File: config.mk
export PLATFORM = sky130hd
export DESIGN_NAME = pwx_pwm7
export DESIGN_NICKNAME = d
export VERILOG_FILES = /design/src/shared/pwx_pkg.sv /design/src/verilog/pwx_prescaler.sv /design/src/verilog/pwx_pwm7.sv
export VERILOG_INCLUDE_DIRS = /design/src /design/src/shared
export SDC_FILE = /design/constraint.sdc
export NUM_CORES = 1
export LEC_CHECK = 0
export ABC_CLOCK_PERIOD_IN_PS = 4800
export BUFFER_PORTS_ARGS = -buffer_cell sky130_fd_sc_hd__clkbuf_2
export CELL_PAD_IN_SITES_DETAIL_PLACEMENT = 0
export CELL_PAD_IN_SITES_GLOBAL_PLACEMENT = 1
export CORE_MARGIN = 4
export CORE_UTILIZATION = 35
export CTS_CLUSTER_DIAMETER = 50
export CTS_CLUSTER_SIZE = 14
export DETAILED_ROUTE_END_ITERATION = 7
export PLACE_DENSITY = 0.69
export SETUP_SLACK_MARGIN = 0.4
export SYNTH_ARGS = -nofsm -noshare
export SYNTH_HDL_FRONTEND = slang
export SYNTH_SLANG_ARGS = --single-unit
export TNS_END_PERCENT = 5
File: constraint.sdc
create_clock -name i_clk -period 4.8 [get_ports i_clk]
set_input_delay 0.48 -clock i_clk [delete_from_list [all_inputs] [get_ports i_clk]]
set_output_delay 0.48 -clock i_clk [all_outputs]
set_load 0.01 [all_outputs]
File: src/shared/pwx_defs.svh
`ifndef PWX_DEFS_SVH
`define PWX_DEFS_SVH
// ==========================================
// Counter geometry
`define PWX_PERIOD_COUNT 8'h80
`define PWX_CNT_RESET 8'h00
`define PWX_DUTY_RESET 7'h00
// ==========================================
// Prescaler tap exponents per clock select code
`define PWX_TAP_SEL0 11
`define PWX_TAP_SEL1 10
`define PWX_TAP_SEL2 8
`define PWX_TAP_SEL3 6
`define PWX_TAP_SEL4 4
`define PWX_TAP_SEL5 2
`define PWX_TAP_SEL6 1
`define PWX_PRESCALE_WIDTH 11
`endif

File: src/shared/pwx_pkg.sv
package pwx_pkg;
  typedef logic [2:0] pwx_clk_sel_t;
  typedef logic [6:0] pwx_duty_t;
  typedef enum logic [1:0] {
    PWX_IDLE,
    PWX_RUN
  } pwx_state_t;
endpackage

File: src/verilog/pwx_prescaler.sv
`timescale 1ns/1ps
`default_nettype none
`include "pwx_defs.svh"
// Prescaler, cleared while i_run is low, that yields a one-cycle tick at the chosen rate
module pwx_prescaler
  import pwx_pkg::*;
#(
  parameter int WIDTH = `PWX_PRESCALE_WIDTH
) (
  input wire logic i_clk,
  input wire logic i_sys_rst,
  input wire logic i_run,
  input wire pwx_clk_sel_t i_clk_sel,
  output logic o_tick
);
  // Refuse a divider too short to reach the slowest tap
  if (WIDTH < `PWX_TAP_SEL0) begin : g_width_check
    $error("pwx_prescaler: WIDTH too small for slowest tap");
  end

  logic [WIDTH-1:0] div;

  // ==========================================
  // Divider, held at zero while stopped so the first tick has full length
  always_ff @(posedge i_clk) begin
    if (i_sys_rst || !i_run) begin
      div <= '0;
    end else begin
      div <= div + 1'b1;
    end
  end

  // Tick when all bits below the tap exponent are ones
  function automatic logic tap_hit(input logic [WIDTH-1:0] d, input int e);
    logic [WIDTH-1:0] m;
    m = WIDTH'((1 << e) - 1);
    tap_hit = ((d & m) == m);
  endfunction

  logic next_tick;
  always_comb begin
    case (i_clk_sel)
      3'h0: next_tick = tap_hit(div, `PWX_TAP_SEL0);
      3'h1: next_tick = tap_hit(div, `PWX_TAP_SEL1);
      3'h2: next_tick = tap_hit(div, `PWX_TAP_SEL2);
      3'h3: next_tick = tap_hit(div, `PWX_TAP_SEL3);
      3'h4: next_tick = tap_hit(div, `PWX_TAP_SEL4);
      3'h5: next_tick = tap_hit(div, `PWX_TAP_SEL5);
      3'h6: next_tick = tap_hit(div, `PWX_TAP_SEL6);
      default: next_tick = 1'b1; // Undivided
    endcase
  end

  // ==========================================
  // tick output register
  always_ff @(posedge i_clk) begin
    if (i_sys_rst || !i_run) begin
      o_tick <= 1'b0;
    end else begin
      o_tick <= next_tick;
    end
  end
endmodule
`default_nettype wire

File: src/verilog/pwx_pwm7.sv
`timescale 1ns/1ps
`default_nettype none
`include "pwx_defs.svh"
// How it works
// - Counter advances one per selected source tick while run bit set.
// - Low seven counter bits matching duty toggle output away from initial level.
// - Extra-pulse set: every second duty match toggles at duty plus one.
// - Extra-pulse clear: every duty toggle happens exactly at duty.
// - Counter at 128 wraps to zero and output returns to initial level.
// - Interrupt pulse only on even-numbered wraps.
// - Clearing run stops, zeroes counter, restores initial level.
// - Buffer enable bit chooses direct or double-buffered duty update.
// - Buffered running write goes to buffer; copied at even wrap.
// - Buffered mode readback shows buffer, not active compare value.
// - Buffered write while stopped loads buffer and active value together.
// - Unbuffered write updates active compare value at once.
// - Unbuffered duty below count gives no toggle until after wrap.
// - Unbuffered write equal to count or during stretch matches immediately.
// - Clock select picks divide by 2^11,2^10,2^8,2^6,2^4,2^2,2 or 1.
// - Duty is seven bits; extra-pulse is separate bit of same register.
// - Stopped timer drives the initial level on the output.
module pwx_pwm7
  import pwx_pkg::*;
(
  input wire logic i_clk,
  input wire logic i_sys_rst,
  input wire logic i_chan_run_bit,
  input wire pwx_clk_sel_t i_clock_select_field,
  input wire logic i_initial_level_bit,
  input wire logic i_buffer_enable_bit,
  input wire logic i_duty_wr,
  input wire pwx_duty_t i_duty_wdata,
  input wire logic i_extra_pulse_bit_wdata,
  output pwx_duty_t o_duty_rdata,
  output logic o_extra_pulse_bit,
  output logic [7:0] o_count,
  output logic o_running,
  output logic o_pulse_out_pin,
  output logic o_chan_irq
);
  pwx_state_t state;
  logic [7:0] count;
  pwx_duty_t duty_active;
  pwx_duty_t duty_buf;
  logic extra_pulse_bit;
  logic period_odd_done;
  logic duty_toggled;
  logic tick;
  logic running;
  logic match_now;
  logic wrap_now;
  logic even_wrap;
  logic match_ahead;
  logic [7:0] target;

  assign running = (state == PWX_RUN);

  // ==========================================
  // Source clock
  // prescaled source tick
  pwx_prescaler #(
    .WIDTH(`PWX_PRESCALE_WIDTH)
  ) u_prescaler (
    .i_clk(i_clk),
    .i_sys_rst(i_sys_rst),
    .i_run(running),
    .i_clk_sel(i_clock_select_field),
    .o_tick(tick)
  );

  // ==========================================
  // Run control
  always_ff @(posedge i_clk) begin
    if (i_sys_rst) begin
      state <= PWX_IDLE;
    end else begin
      case (state)
        PWX_IDLE: if (i_chan_run_bit) begin
          state <= PWX_RUN;
        end
        PWX_RUN: if (!i_chan_run_bit) begin
          state <= PWX_IDLE;
        end
        default: state <= PWX_IDLE;
      endcase
    end
  end

  // ==========================================
  // Match target: even-numbered period (period_odd_done set) with extra pulse waits one count more
  // stretched compare point
  always_comb begin
    target = {1'b0, duty_active};
    if (extra_pulse_bit && period_odd_done) begin
      target = {1'b0, duty_active} + 8'h01;
    end
    match_now = (count == target);
    // Look one tick ahead so the edge lands on the count change itself
    match_ahead = tick && !wrap_now && ((count + 8'h01) == target);
  end

  // Counter reaches 128 on this tick
  assign wrap_now = tick && (count == (`PWX_PERIOD_COUNT - 8'h01));
  assign even_wrap = wrap_now && period_odd_done;

  // ==========================================
  // Up counter
  // count on tick
  always_ff @(posedge i_clk) begin
    if (i_sys_rst || !running) begin
      count <= `PWX_CNT_RESET;
    end else if (wrap_now) begin
      count <= `PWX_CNT_RESET;
    end else if (tick) begin
      count <= count + 8'h01;
    end
  end

  // ==========================================
  // Period parity; cleared at stop so the first period is odd
  // parity flag
  always_ff @(posedge i_clk) begin
    if (i_sys_rst || !running) begin
      period_odd_done <= 1'b0;
    end else if (wrap_now) begin
      period_odd_done <= ~period_odd_done;
    end
  end

  // ==========================================
  // Duty register and buffer
  // seven bit duty plus extra bit
  always_ff @(posedge i_clk) begin
    if (i_sys_rst) begin
      duty_buf <= `PWX_DUTY_RESET;
      extra_pulse_bit <= 1'b0;
    end else if (i_duty_wr) begin
      duty_buf <= i_duty_wdata;
      extra_pulse_bit <= i_extra_pulse_bit_wdata;
    end
  end

  // Active compare value; a running buffered write in the even wrap cycle goes to the buffer only, the copy takes the old buffer
  // copy at even wrap
  always_ff @(posedge i_clk) begin
    if (i_sys_rst) begin
      duty_active <= `PWX_DUTY_RESET;
    end else if (i_duty_wr && (!i_buffer_enable_bit || !running)) begin
      duty_active <= i_duty_wdata;
    end else if (i_buffer_enable_bit && even_wrap) begin
      duty_active <= duty_buf;
    end
  end

  // ==========================================
  // Output toggle; compare is level based so an unbuffered write equal to the count
  // matches at once, while a value below the count waits for the wrap
  // duty toggle
  always_ff @(posedge i_clk) begin
    if (i_sys_rst || !running) begin
      duty_toggled <= 1'b0;
    end else if (wrap_now) begin
      duty_toggled <= 1'b0;
    end else if (match_ahead || match_now) begin
      duty_toggled <= 1'b1;
    end
  end

  always_ff @(posedge i_clk) begin
    if (i_sys_rst) begin
      o_pulse_out_pin <= 1'b0;
    end else if (!running) begin
      o_pulse_out_pin <= i_initial_level_bit;
    end else if (wrap_now) begin
      o_pulse_out_pin <= i_initial_level_bit;
    end else if ((match_ahead || match_now) && !duty_toggled) begin
      o_pulse_out_pin <= ~i_initial_level_bit;
    end
  end

  // ==========================================
  // Interrupt pulse
  // even wraps only
  always_ff @(posedge i_clk) begin
    if (i_sys_rst) begin
      o_chan_irq <= 1'b0;
    end else begin
      o_chan_irq <= even_wrap;
    end
  end

  // ==========================================
  // Status readback
  // buffer readback
  always_ff @(posedge i_clk) begin
    if (i_sys_rst) begin
      o_duty_rdata <= `PWX_DUTY_RESET;
      o_extra_pulse_bit <= 1'b0;
      o_count <= `PWX_CNT_RESET;
      o_running <= 1'b0;
    end else begin
      o_duty_rdata <= i_buffer_enable_bit ? duty_buf : duty_active;
      o_extra_pulse_bit <= extra_pulse_bit;
      o_count <= count;
      o_running <= running;
    end
  end
endmodule
`default_nettype wire

==> results of run 1 <==
synthesized netlist by cell type (3+ instances only):
cell | number | area [um2]
inv_1 | 5 | 18.8
xor2_1 | 13 | 114
a211oi_1 | 3 | 22.5
and3_1 | 6 | 37.5
xnor2_1 | 19 | 166
nor2_1 | 56 | 210
a21oi_1 | 9 | 45.0
buf_2 | 4 | 20.0
buf_4 | 3 | 22.5
ha_1 | 3 | 37.5
nand3_1 | 11 | 55.1
nor2b_1 | 11 | 68.8
o21ai_0 | 6 | 30.0
dfxtp_1 | 57 | 1140
or3_1 | 5 | 31.3
nor3_1 | 3 | 15.0
mux2i_1 | 24 | 240
clkbuf_1 | 8 | 30.0
a31oi_1 | 3 | 18.8
nand2_1 | 13 | 48.8
through the flow:
stage	total power, W	std cells	area (um2)	setup WS (ps)	hold slack, ps
finish	0.00102	426	3090	2320	352
global route	0.00106	426	3090	2120	363
CTS	0.00103	426	3090	2320	341
detailed placement	0.000583	410	2900	2020	463
global placement	0.000582	410	2900	2070	466
floorplan	0.000559	291	2670	2600	437
area by class of cell:
class                   instances  area [um2]
flip-flops and latches         57        1140
inverters                       5        18.8
fillers                       737        4240
repair buffers                 36         183
clock buffers                  11         141
multi-input cells             213        1430
well taps                      99         124
clock inverters                 5        55.1
power by group:
group | total (W) | switching [W] | internal [W]
registers | 0.000498 | 0.0000119 | 0.000486
logic | 0.0000743 | 0.0000404 | 0.0000339
clock network | 0.000443 | 0.000192 | 0.000252
layer usage:
layer  track usage (%)  share of wire, %
met2              21.8                46
met3              5.45               5.0
met1              16.0                47
met5                 0                 0
met4              4.69               1.9
final timing paths:
check | start | end | slack (ps) | cells after the start
max | count[0] | o_pulse_out_pin | 2320 | 7
min | i_chan_run_bit | state[0] | 350 | 2
max reg2reg | count[0] | o_pulse_out_pin | 2320 | 7
min reg2reg | u_prescaler.div[0] | u_prescaler.div[0] | 490 | 1
cells by family (layout without fill, tap and decap cells):
kind of cell | after synthesis | after routing | synth area share [%]
simple gates | 124 | 124 | 23.8
flops | 57 | 57 | 42.8
xor+xnor | 36 | 36 | 13.5
compound gates | 26 | 26 | 5.96
mux | 24 | 24 | 9.01
buf+inv | 21 | 57 | 3.57
fa+ha+maj | 3 | 3 | 1.41
flip-flops by register name, indices dropped and copies added (netlist names), 7 cells and up:
| signal | count |
|---|---|
| o_duty_rdata | 7 |
| duty_active | 7 |
| duty_buf | 7 |
| o_count | 8 |
| count | 8 |
| u_prescaler.div | 11 |
worst reg2reg max path: cells and delay by family (launching register included):
family | cells | cell delay (ps)
AOI/OAI and AO/OA | 1 | 230
adders and majority gates | 1 | 360
DFF | 1 | 460
and+or+nand+nor | 5 | 1320
==> results by group, run 1 <==
Timing
  – Fin crit period: about 2500 ps
  – Final Hold Vio Count: 0
  – RSZ-0062 raised after global routing: false
  – Tightest Pin Transition: slightly below 1000 ps
  – Worst Skew: 4.51 ps
  – Max-slew violations: 0
  – Maximum clock frequency: 0.403 GHz
  – Part of the cycle the worst path needs: just over 50%
  – Final setup violation count: 0
  – Slew HR: 34.4%
  – Setup TNS: 0 ps

Yosys
  – Post-Syn Area per Cell: between 9 and 10 um2
  – Register area share after synthesis: between 40% and 50%
  – Syn Inst Count: roughly 290
  – Share of flip-flops with an asynchronous set or reset: 0%
  – Synth warn: 0
  – Yosys reg bits: 57
  – Post-synth EDFFs: 0
  – Synthesized net count: slightly above 300
  – Netlist cell types: 44
  – Mapped cell area: ~2700 um2
  – Dominant synthesized flop cell: dfxtp_1

Placed design
  – Detail Placement HPWL: 3.93 mm
  – Number of buffers added on ports: 35
  – Routability cong.: 0.784

Clock network
  – TritonCTS clock tree: done
  – Post-CTS setup buffer count: 0
  – Clock Latency Late Sink: between 300 and 400 ps
  – Post-cts sizing count: 0
  – Cts bufs inserted: 9
  – Hold buffers post-CTS: 0
  – Root Buffer: clkbuf_8
  – CTS Buffer Depth: 2
  – TritonCTS sink count: 57
  – Worst-path clk slew: roughly 60 ps
  – H-Tree Depth: 3

Worst setup path
  – Critical Path RT: between 5000 and 6000 ps
  – CP max stage cell: dfxtp_1
  – Buf/Inv on CP: 0
  – CP endpoint kind: flip-flop
  – WS Path Type: flip-flop to flip-flop
  – Worst endpoint data arrival time: around 2700 ps
  – Max FO, Critical Path: 9
  – Worst Setup Start Kind: flip-flop
  – Crit-path cells: ha_1, nand4_2, nor3b_4, nand2b_1, nor3_1, a22o_1, or3_1
  – CP top delay family: simple AND/OR/NAND/NOR gates
  – Crit-path max cell delay: ~460 ps

Min path
  – Worst min-delay path class: input port to flip-flop

Pwr
  – Leakage power: approximately 1.3 nW
  – P per Cell Area: roughly 330 nW/um2
  – Max IR drop VDD: 0.230 mV

Status
  – Outcome: completed

Routing
  – Post-Route WL: 5.45 mm
  – Vias: between 2000 and 2500
  – Antenna-violating nets left: 0
  – Remaining DRCs: 0
  – Via density: around 4.8
  – DR pass1 iterations: 4
  – DRT iter0 DRCs: between 50 and 60
  – Avg WL per Cell: roughly 13 um

Flow run
  – Max cap viols: 0

Die
  – Boundary Pins: 36
  – Full die area: between 9000 and 10000 um2
  – FP Rows: 31
  – Initial Util: 36.4%
  – Core Area: ~7300 um2
  – Die Span Y: around 95 um
  – Chip Width: around 95 um

GRT
  – GRT Total Usage: a little over an eighth
  – GR Overflow Total: 0
  – Number of antenna violations at the first check in global routing: 0
  – Vias in the first global route: about 2000
  – First-pass GRT wire length: 9.35 mm
  – Largest net degree at the start of global routing: 37

Finish
  – Final Util: around 42%
  – Inserted Diodes: 0
  – Most common cell after layout, fill and taps aside: dfxtp_1
  – Most frequent cells in the layout: 57 x dfxtp_1, 56 x nor2_1, 35 x clkbuf_2
  – Share of layout cells above drive strength 1: between 10% and 20%
  – Fin nets: 342
  – Layout area overhead: 16.0%
Power figures use the tool's default switching activity.
==> inputs of run 2 (changes only) <==
ABC_CLOCK_PERIOD_IN_PS = 2500   (was 4800)
clock period = 2.5 ns   (was 4.8 ns; I/O delays follow)
==> run 2 against run 1 <==
Effect of this change: first-iteration DRC count rose by 34%; sequential share of layout area fell by 1.7 points; critical path depth rose by 1; final cell count rose by 3.3%; setup slack got worse by 1900 ps; highest routed layer unchanged; clock skew rose by 2.4 ps; critical endpoint unchanged; via count rose by 0.83%; die area did not move.
==> results by group, run 2 (synthesis results as in run 1) <==
Status
  – Outcome: completed

Pwr
  – Clk pwr share: roughly 47%
  – Psw: about 0.00047 W
  – Switching Share: roughly 23%
  – Leakage power: ~1.4 nW
  – Max IR drop VDD: 0.446 mV
  – P per Cell Area: 632 nW/um2
  – Post-layout power: approximately 0.0021 W
  – Share of power burned in combinational logic: 7.7%
  – Flop pwr share: between 40% and 50%
  – Cell Int Power: around 0.0016 W

Finish
  – Fillers: approximately 700
  – Top reg by flops: u_prescaler.div
  – Most common cell after layout, fill and taps aside: nor2_1
  – Share of layout cells above drive strength 1: 27.6%
  – Layout area overhead: 24.0%
  – Fin nets: roughly 360
  – Max FFs per register: 11
  – Most frequent cells in the layout: 56 x nor2_1, 46 x dfxtp_1, 35 x clkbuf_2
  – Finished Cell Area: approximately 3300 um2
  – Biggest regs: u_prescaler.div x11, count x8, o_count x8
  – Inserted Diodes: 0
  – Final Util: a little under half

Clock network
  – TritonCTS clock tree: done
  – CTS Buffer Depth: 2
  – Root Buffer: clkbuf_8
  – Hold buffers post-CTS: 0
  – H-Tree Depth: 3
  – TritonCTS sink count: 57
  – Cts bufs inserted: 9
  – Worst-path clk slew: 70 ps
  – Clock Latency Late Sink: between 300 and 400 ps

Min path
  – Worst min-delay path class: input port to flip-flop
  – WHS Endpoint: state[0]
  – Hold-critical path depth: 2
  – Hold path startpoint: i_chan_run_bit

Routing
  – Antenna-violating nets left: 0
  – Via density: approximately 4.7
  – Vias: around 2100
  – DRT iter0 DRCs: between 70 and 80
  – Avg WL per Cell: 12.5 um
  – Remaining DRCs: 0
  – Post-Route WL: ~5.5 mm
  – DR pass1 iterations: 5

Worst setup path
  – R2r startpoint: count[1]
  – CP endpoint kind: flip-flop
  – Critical Path RT: between 2000 and 3000 ps
  – Worst Setup Start Kind: flip-flop
  – R2R setup slack: 410 ps
  – Max FO, Critical Path: 6
  – Worst r2r path cells: 8
  – Reg2reg end: o_pulse_out_pin
  – Worst endpoint data arrival time: 2320 ps
  – WS Path Type: flip-flop to flip-flop

Timing
  – Max-slew violations: 0
  – RSZ-0062 raised after global routing: true
  – Tightest Pin Transition: ~570 ps
  – Slew HR: ~62%
  – Setup TNS: 0 ps
  – Part of the cycle the worst path needs: 83.7%
  – Maximum clock frequency: 0.478 GHz
  – Final setup violation count: 0
  – Final Worst Setup Slack: slightly above 400 ps
  – Worst Skew: just under 7 ps
  – Fin crit period: around 2100 ps
  – Final Hold Vio Count: 0

Die
  – Chip Width: around 95 um
  – Boundary Pins: 36
  – FP Rows: 31
  – Full die area: a little over 9000 um2
  – Die Span Y: approximately 95 um
  – Core Area: 7330 um2
  – Initial Util: between 30% and 40%

Placed design
  – Placed cell area: 2970 um2
  – Detail Placement HPWL: 3.94 mm
  – Routability cong.: slightly above 0.8
  – Pre-CTS WS: 187 ps
  – Number of buffers added on ports: 35

GRT
  – Number of antenna violations at the first check in global routing: 0
  – GRT Total Usage: around 14%
  – Vias in the first global route: between 2000 and 2500
  – First-pass GRT wire length: ~9.6 mm
  – Largest net degree at the start of global routing: 36
  – GR Overflow Total: 0

Flow run
  – Max cap viols: 0
[run 2: changes by cell type in the layout (fill, tap and decap cells not counted), sizes merged]
cell / previous run / this run
buf: 1 / 15
bufinv: 1 / 2
clkinvlp: 2 / 1
[run 2: per-stage QoR]
stage | std cells | hold slack (ps)
6_report | 440 | 145
5_1_grt | 440 | 155
4_1_cts | 440 | 140
3_5_place_dp | 419 | 468
3_3_place_gp | 419 | 461
2_1_floorplan | 291 | 378
[run 2: how the worst max path moves through the flow]
stage,from,end,depth (start not counted)
after floorplan,count[0],o_pulse_out_pin,8
after global placement,period_odd_done,o_pulse_out_pin,7
after detailed placement,count[1],o_pulse_out_pin,8
after CTS,duty_active[6],o_pulse_out_pin,6
after global routing,count[1],o_pulse_out_pin,8
final,count[1],o_pulse_out_pin,8
[run 2: timing repair]
action	CTS	global route
setup buffers	5	0
pin swaps	5	0
resized for setup	22	1
endpoints found under the setup margin	7	7
[run 2: final cells by class]
cell class,count,area (um2),area share (%)
multi-input combinational,213,1480,44.8
clock inverter,5,77.6,2.35
clock buffer,11,151,4.58
inverter,5,18.8,0.568
timing repair buffer,50,288,8.70
sequential,57,1160,35.2
tap,99,124,3.75
[run 2: power groups by stage]
stage / Combinational [W] / Clock [W] / Sequential (W)
after floorplan: 0.000101 / 0 / 0.000973
after global routing: 0.000180 / 0.00105 / 0.000954
final: 0.000162 / 0.000979 / 0.000951
after detailed placement: 0.000149 / 0 / 0.000975
after CTS: 0.000163 / 0.00101 / 0.000951
after global placement: 0.000149 / 0 / 0.000974
[run 2: worst max-delay path, cell delays in order (launching register included)]
cell and delay (ps):
dfxtp_2 410, ha_4 190, nand3_1 150, nor2_1 160, xnor3_1 230, a31oi_1 250
nor4_1 70, a22o_1 180, or3_1 330
[run 2: metal layers]
metal,global-route usage (%),routed length (um)
met1,17.8,2690
met2,20.9,2430
met3,5.05,280
met4,5.41,100
met5,0,0
==> inputs of run 3 (changes only) <==
ABC_CLOCK_PERIOD_IN_PS = 1920   (was 2500)
PLACE_DENSITY = 0.71   (was 0.69)
clock period = 1.92 ns   (was 2.5 ns; I/O delays follow)
==> run 3 against run 2 <==
Effect of this change: the run now ends with negative setup slack left; sequential cell count is the same; count of clock-buffer cells in the layout grew 1; global-route usage grew 1.1 points; wire length grew 10%; clock skew grew 1.4 ps; design area grew 12%; via count grew 6.8%; sequential power grew 30%; non-clock buffer count grew 28; total power grew 20%; register-to-register slack lost 510 ps.
==> results by group, run 3 (synthesis results as in run 1) <==
Routing
  – Vias: 2193
  – Avg WL per Cell: 13.0 um
  – Antenna-violating nets left: 0
  – Remaining DRCs: 0
  – DR pass1 iterations: 4
  – DRT iter0 DRCs: 37
  – Post-Route WL: 6.07 mm
  – Via density: between 4 and 5

Worst setup path
  – WS Path Type: flip-flop to flip-flop
  – CP endpoint kind: flip-flop
  – Most used cell, CP: or3_1
  – R2R setup slack: -100 ps
  – Crit-path max cell delay: between 300 and 400 ps
  – Reg2reg end: o_pulse_out_pin
  – Max FO, Critical Path: 5
  – Worst endpoint data arrival time: around 2200 ps
  – CP top delay family: simple AND/OR/NAND/NOR gates
  – Crit-path cells: ha_4, inv_1, or3_1, or3_1, nand3b_1, and4_4, a211oi_1, or3_1
  – Worst r2r path cells: 8
  – Critical Path RT: 2130 ps
  – CP max stage cell: dfxtp_4
  – R2r startpoint: duty_active[0]
  – Buf/Inv on CP: 1
  – Worst Setup Start Kind: flip-flop

Timing
  – Worst Skew: around 8.3 ps
  – Max-slew violations: 0
  – Tightest Pin Transition: ~340 ps
  – Fin crit period: about 2000 ps
  – Final setup violation count: 1
  – Final Worst Setup Slack: -99.8 ps
  – Slew HR: about 77%
  – Part of the cycle the worst path needs: 105%
  – Maximum clock frequency: 0.495 GHz
  – RSZ-0062 raised after global routing: true
  – Final Hold Vio Count: 0

Finish
  – Top reg by flops: u_prescaler.div
  – Sequential cell area: ~1200 um2
  – Inserted Diodes: 0
  – Fin nets: roughly 380
  – Final Util: about half
  – Area of the multi-input gates: 1670 um2
  – Max FFs per register: 11
  – Biggest regs: u_prescaler.div x11, count x8, o_count x8
  – Fillers: 696
  – Most frequent cells in the layout: 47 x nor2_1, 46 x dfxtp_1, 37 x buf_4
  – Share of layout cells above drive strength 1: around two fifths
  – Layout area overhead: 38.7%
  – Finished Cell Area: 3700 um2
  – Most common cell after layout, fill and taps aside: nor2_1
  – Post-Layout Cell Count: about 470

GRT
  – Number of antenna violations at the first check in global routing: 0
  – Largest net degree at the start of global routing: 28
  – GR Overflow Total: 0
  – GRT Total Usage: between 10% and 20%
  – First-pass GRT wire length: 10.2 mm
  – Vias in the first global route: between 2000 and 2500

Die
  – Full die area: a little over 9000 um2
  – Chip Width: about 95 um
  – Boundary Pins: 36
  – FP Rows: 31
  – Core Area: 7330 um2
  – Die Span Y: around 95 um
  – Initial Util: around 36%

Placed design
  – Detail Placement HPWL: 4.53 mm
  – Number of buffers added on ports: 35
  – Placed cell area: 3290 um2
  – Dpl cells: between 400 and 500
  – Routability cong.: 0.806
  – Pre-CTS WS: -192 ps

Pwr
  – Max IR drop VDD: 0.347 mV
  – Leakage power: about 1.6 nW
  – P per Cell Area: 681 nW/um2

Clock network
  – CTS Buffer Depth: 2
  – Cts bufs inserted: 9
  – Hold buffers post-CTS: 0
  – TritonCTS sink count: between 50 and 60
  – Root Buffer: clkbuf_8
  – H-Tree Depth: 3
  – TritonCTS clock tree: done
  – Worst-path clk slew: 60 ps
  – Clock Latency Late Sink: 330 ps

Min path
  – WHS Endpoint: state[0]
  – Worst min-delay path class: input port to flip-flop
  – Hold path startpoint: i_chan_run_bit
  – Hold-critical path depth: 2

Status
  – Failing checks: negative setup slack
  – Outcome: complete, but fails checks

Flow run
  – Max cap viols: 0
-- run 3: changes by cell type in the layout (fill, tap and decap cells not counted), moves of 3 or more --
cell,before,now
buf_4,15,37
nor2_1,56,47
a21oi_1,9,3
nor2_4,0,6
a21oi_2,0,5
buf_6,0,4
nor2_2,0,3
xnor2_1,19,16
xnor2_2,2,5
-- run 3: what timing repair did --
item | in CTS | in global routing
gates cloned | 0 | 0
setup buffers | 1 | 0
pin swaps | 26 | 18
gates resized for setup | 40 | 10
endpoints found under the setup margin | 17 | 17
-- run 3: stage by stage --
stage / power [W] / setup TNS (ps) / hold slack (ps)
floorplan: 0.00140 / -60.1 / 320
global placement: 0.00149 / -112 / 412
detailed placement: 0.00150 / -192 / 440
CTS: 0.00255 / -109 / 79.3
global route: 0.00264 / -284 / 90.8
finish: 0.00252 / -99.8 / 90.0
-- run 3: worst max path at each step --
stage | slack, ps | start | endpoint | cells past startpoint
floorplan | -60 | period_odd_done | o_pulse_out_pin | 8
global placement | -110 | duty_active[2] | o_pulse_out_pin | 7
detailed placement | -190 | extra_pulse_bit | o_pulse_out_pin | 7
CTS | -110 | count[0] | o_pulse_out_pin | 8
global route | -220 | duty_active[0] | o_pulse_out_pin | 8
finish | -100 | duty_active[0] | o_pulse_out_pin | 8
-- run 3: cell type report --
cell class	count	area share [%]
sequential	57	31.5
multi-input combinational	213	45.2
inverter	5	0.508
timing repair buffer	78	14.6
clock inverter	3	0.406
tap	99	3.35
clock buffer	12	4.47
-- run 3: per-layer routing --
metal / global-route usage [%] / wire (um)
met5: 0 / 0
met4: 6.73 / 123
met3: 4.74 / 252
met2: 24.9 / 2940
met1: 17.3 / 2750
-- run 3: where the power goes --
part           switching, W  internal (W)  total (W)  leakage, nW
logic              0.000137      0.000137   0.000274        0.994
clock network      0.000448      0.000559    0.00101       0.0980
registers         0.0000272       0.00121    0.00124        0.470
total              0.000612       0.00191    0.00252         1.56
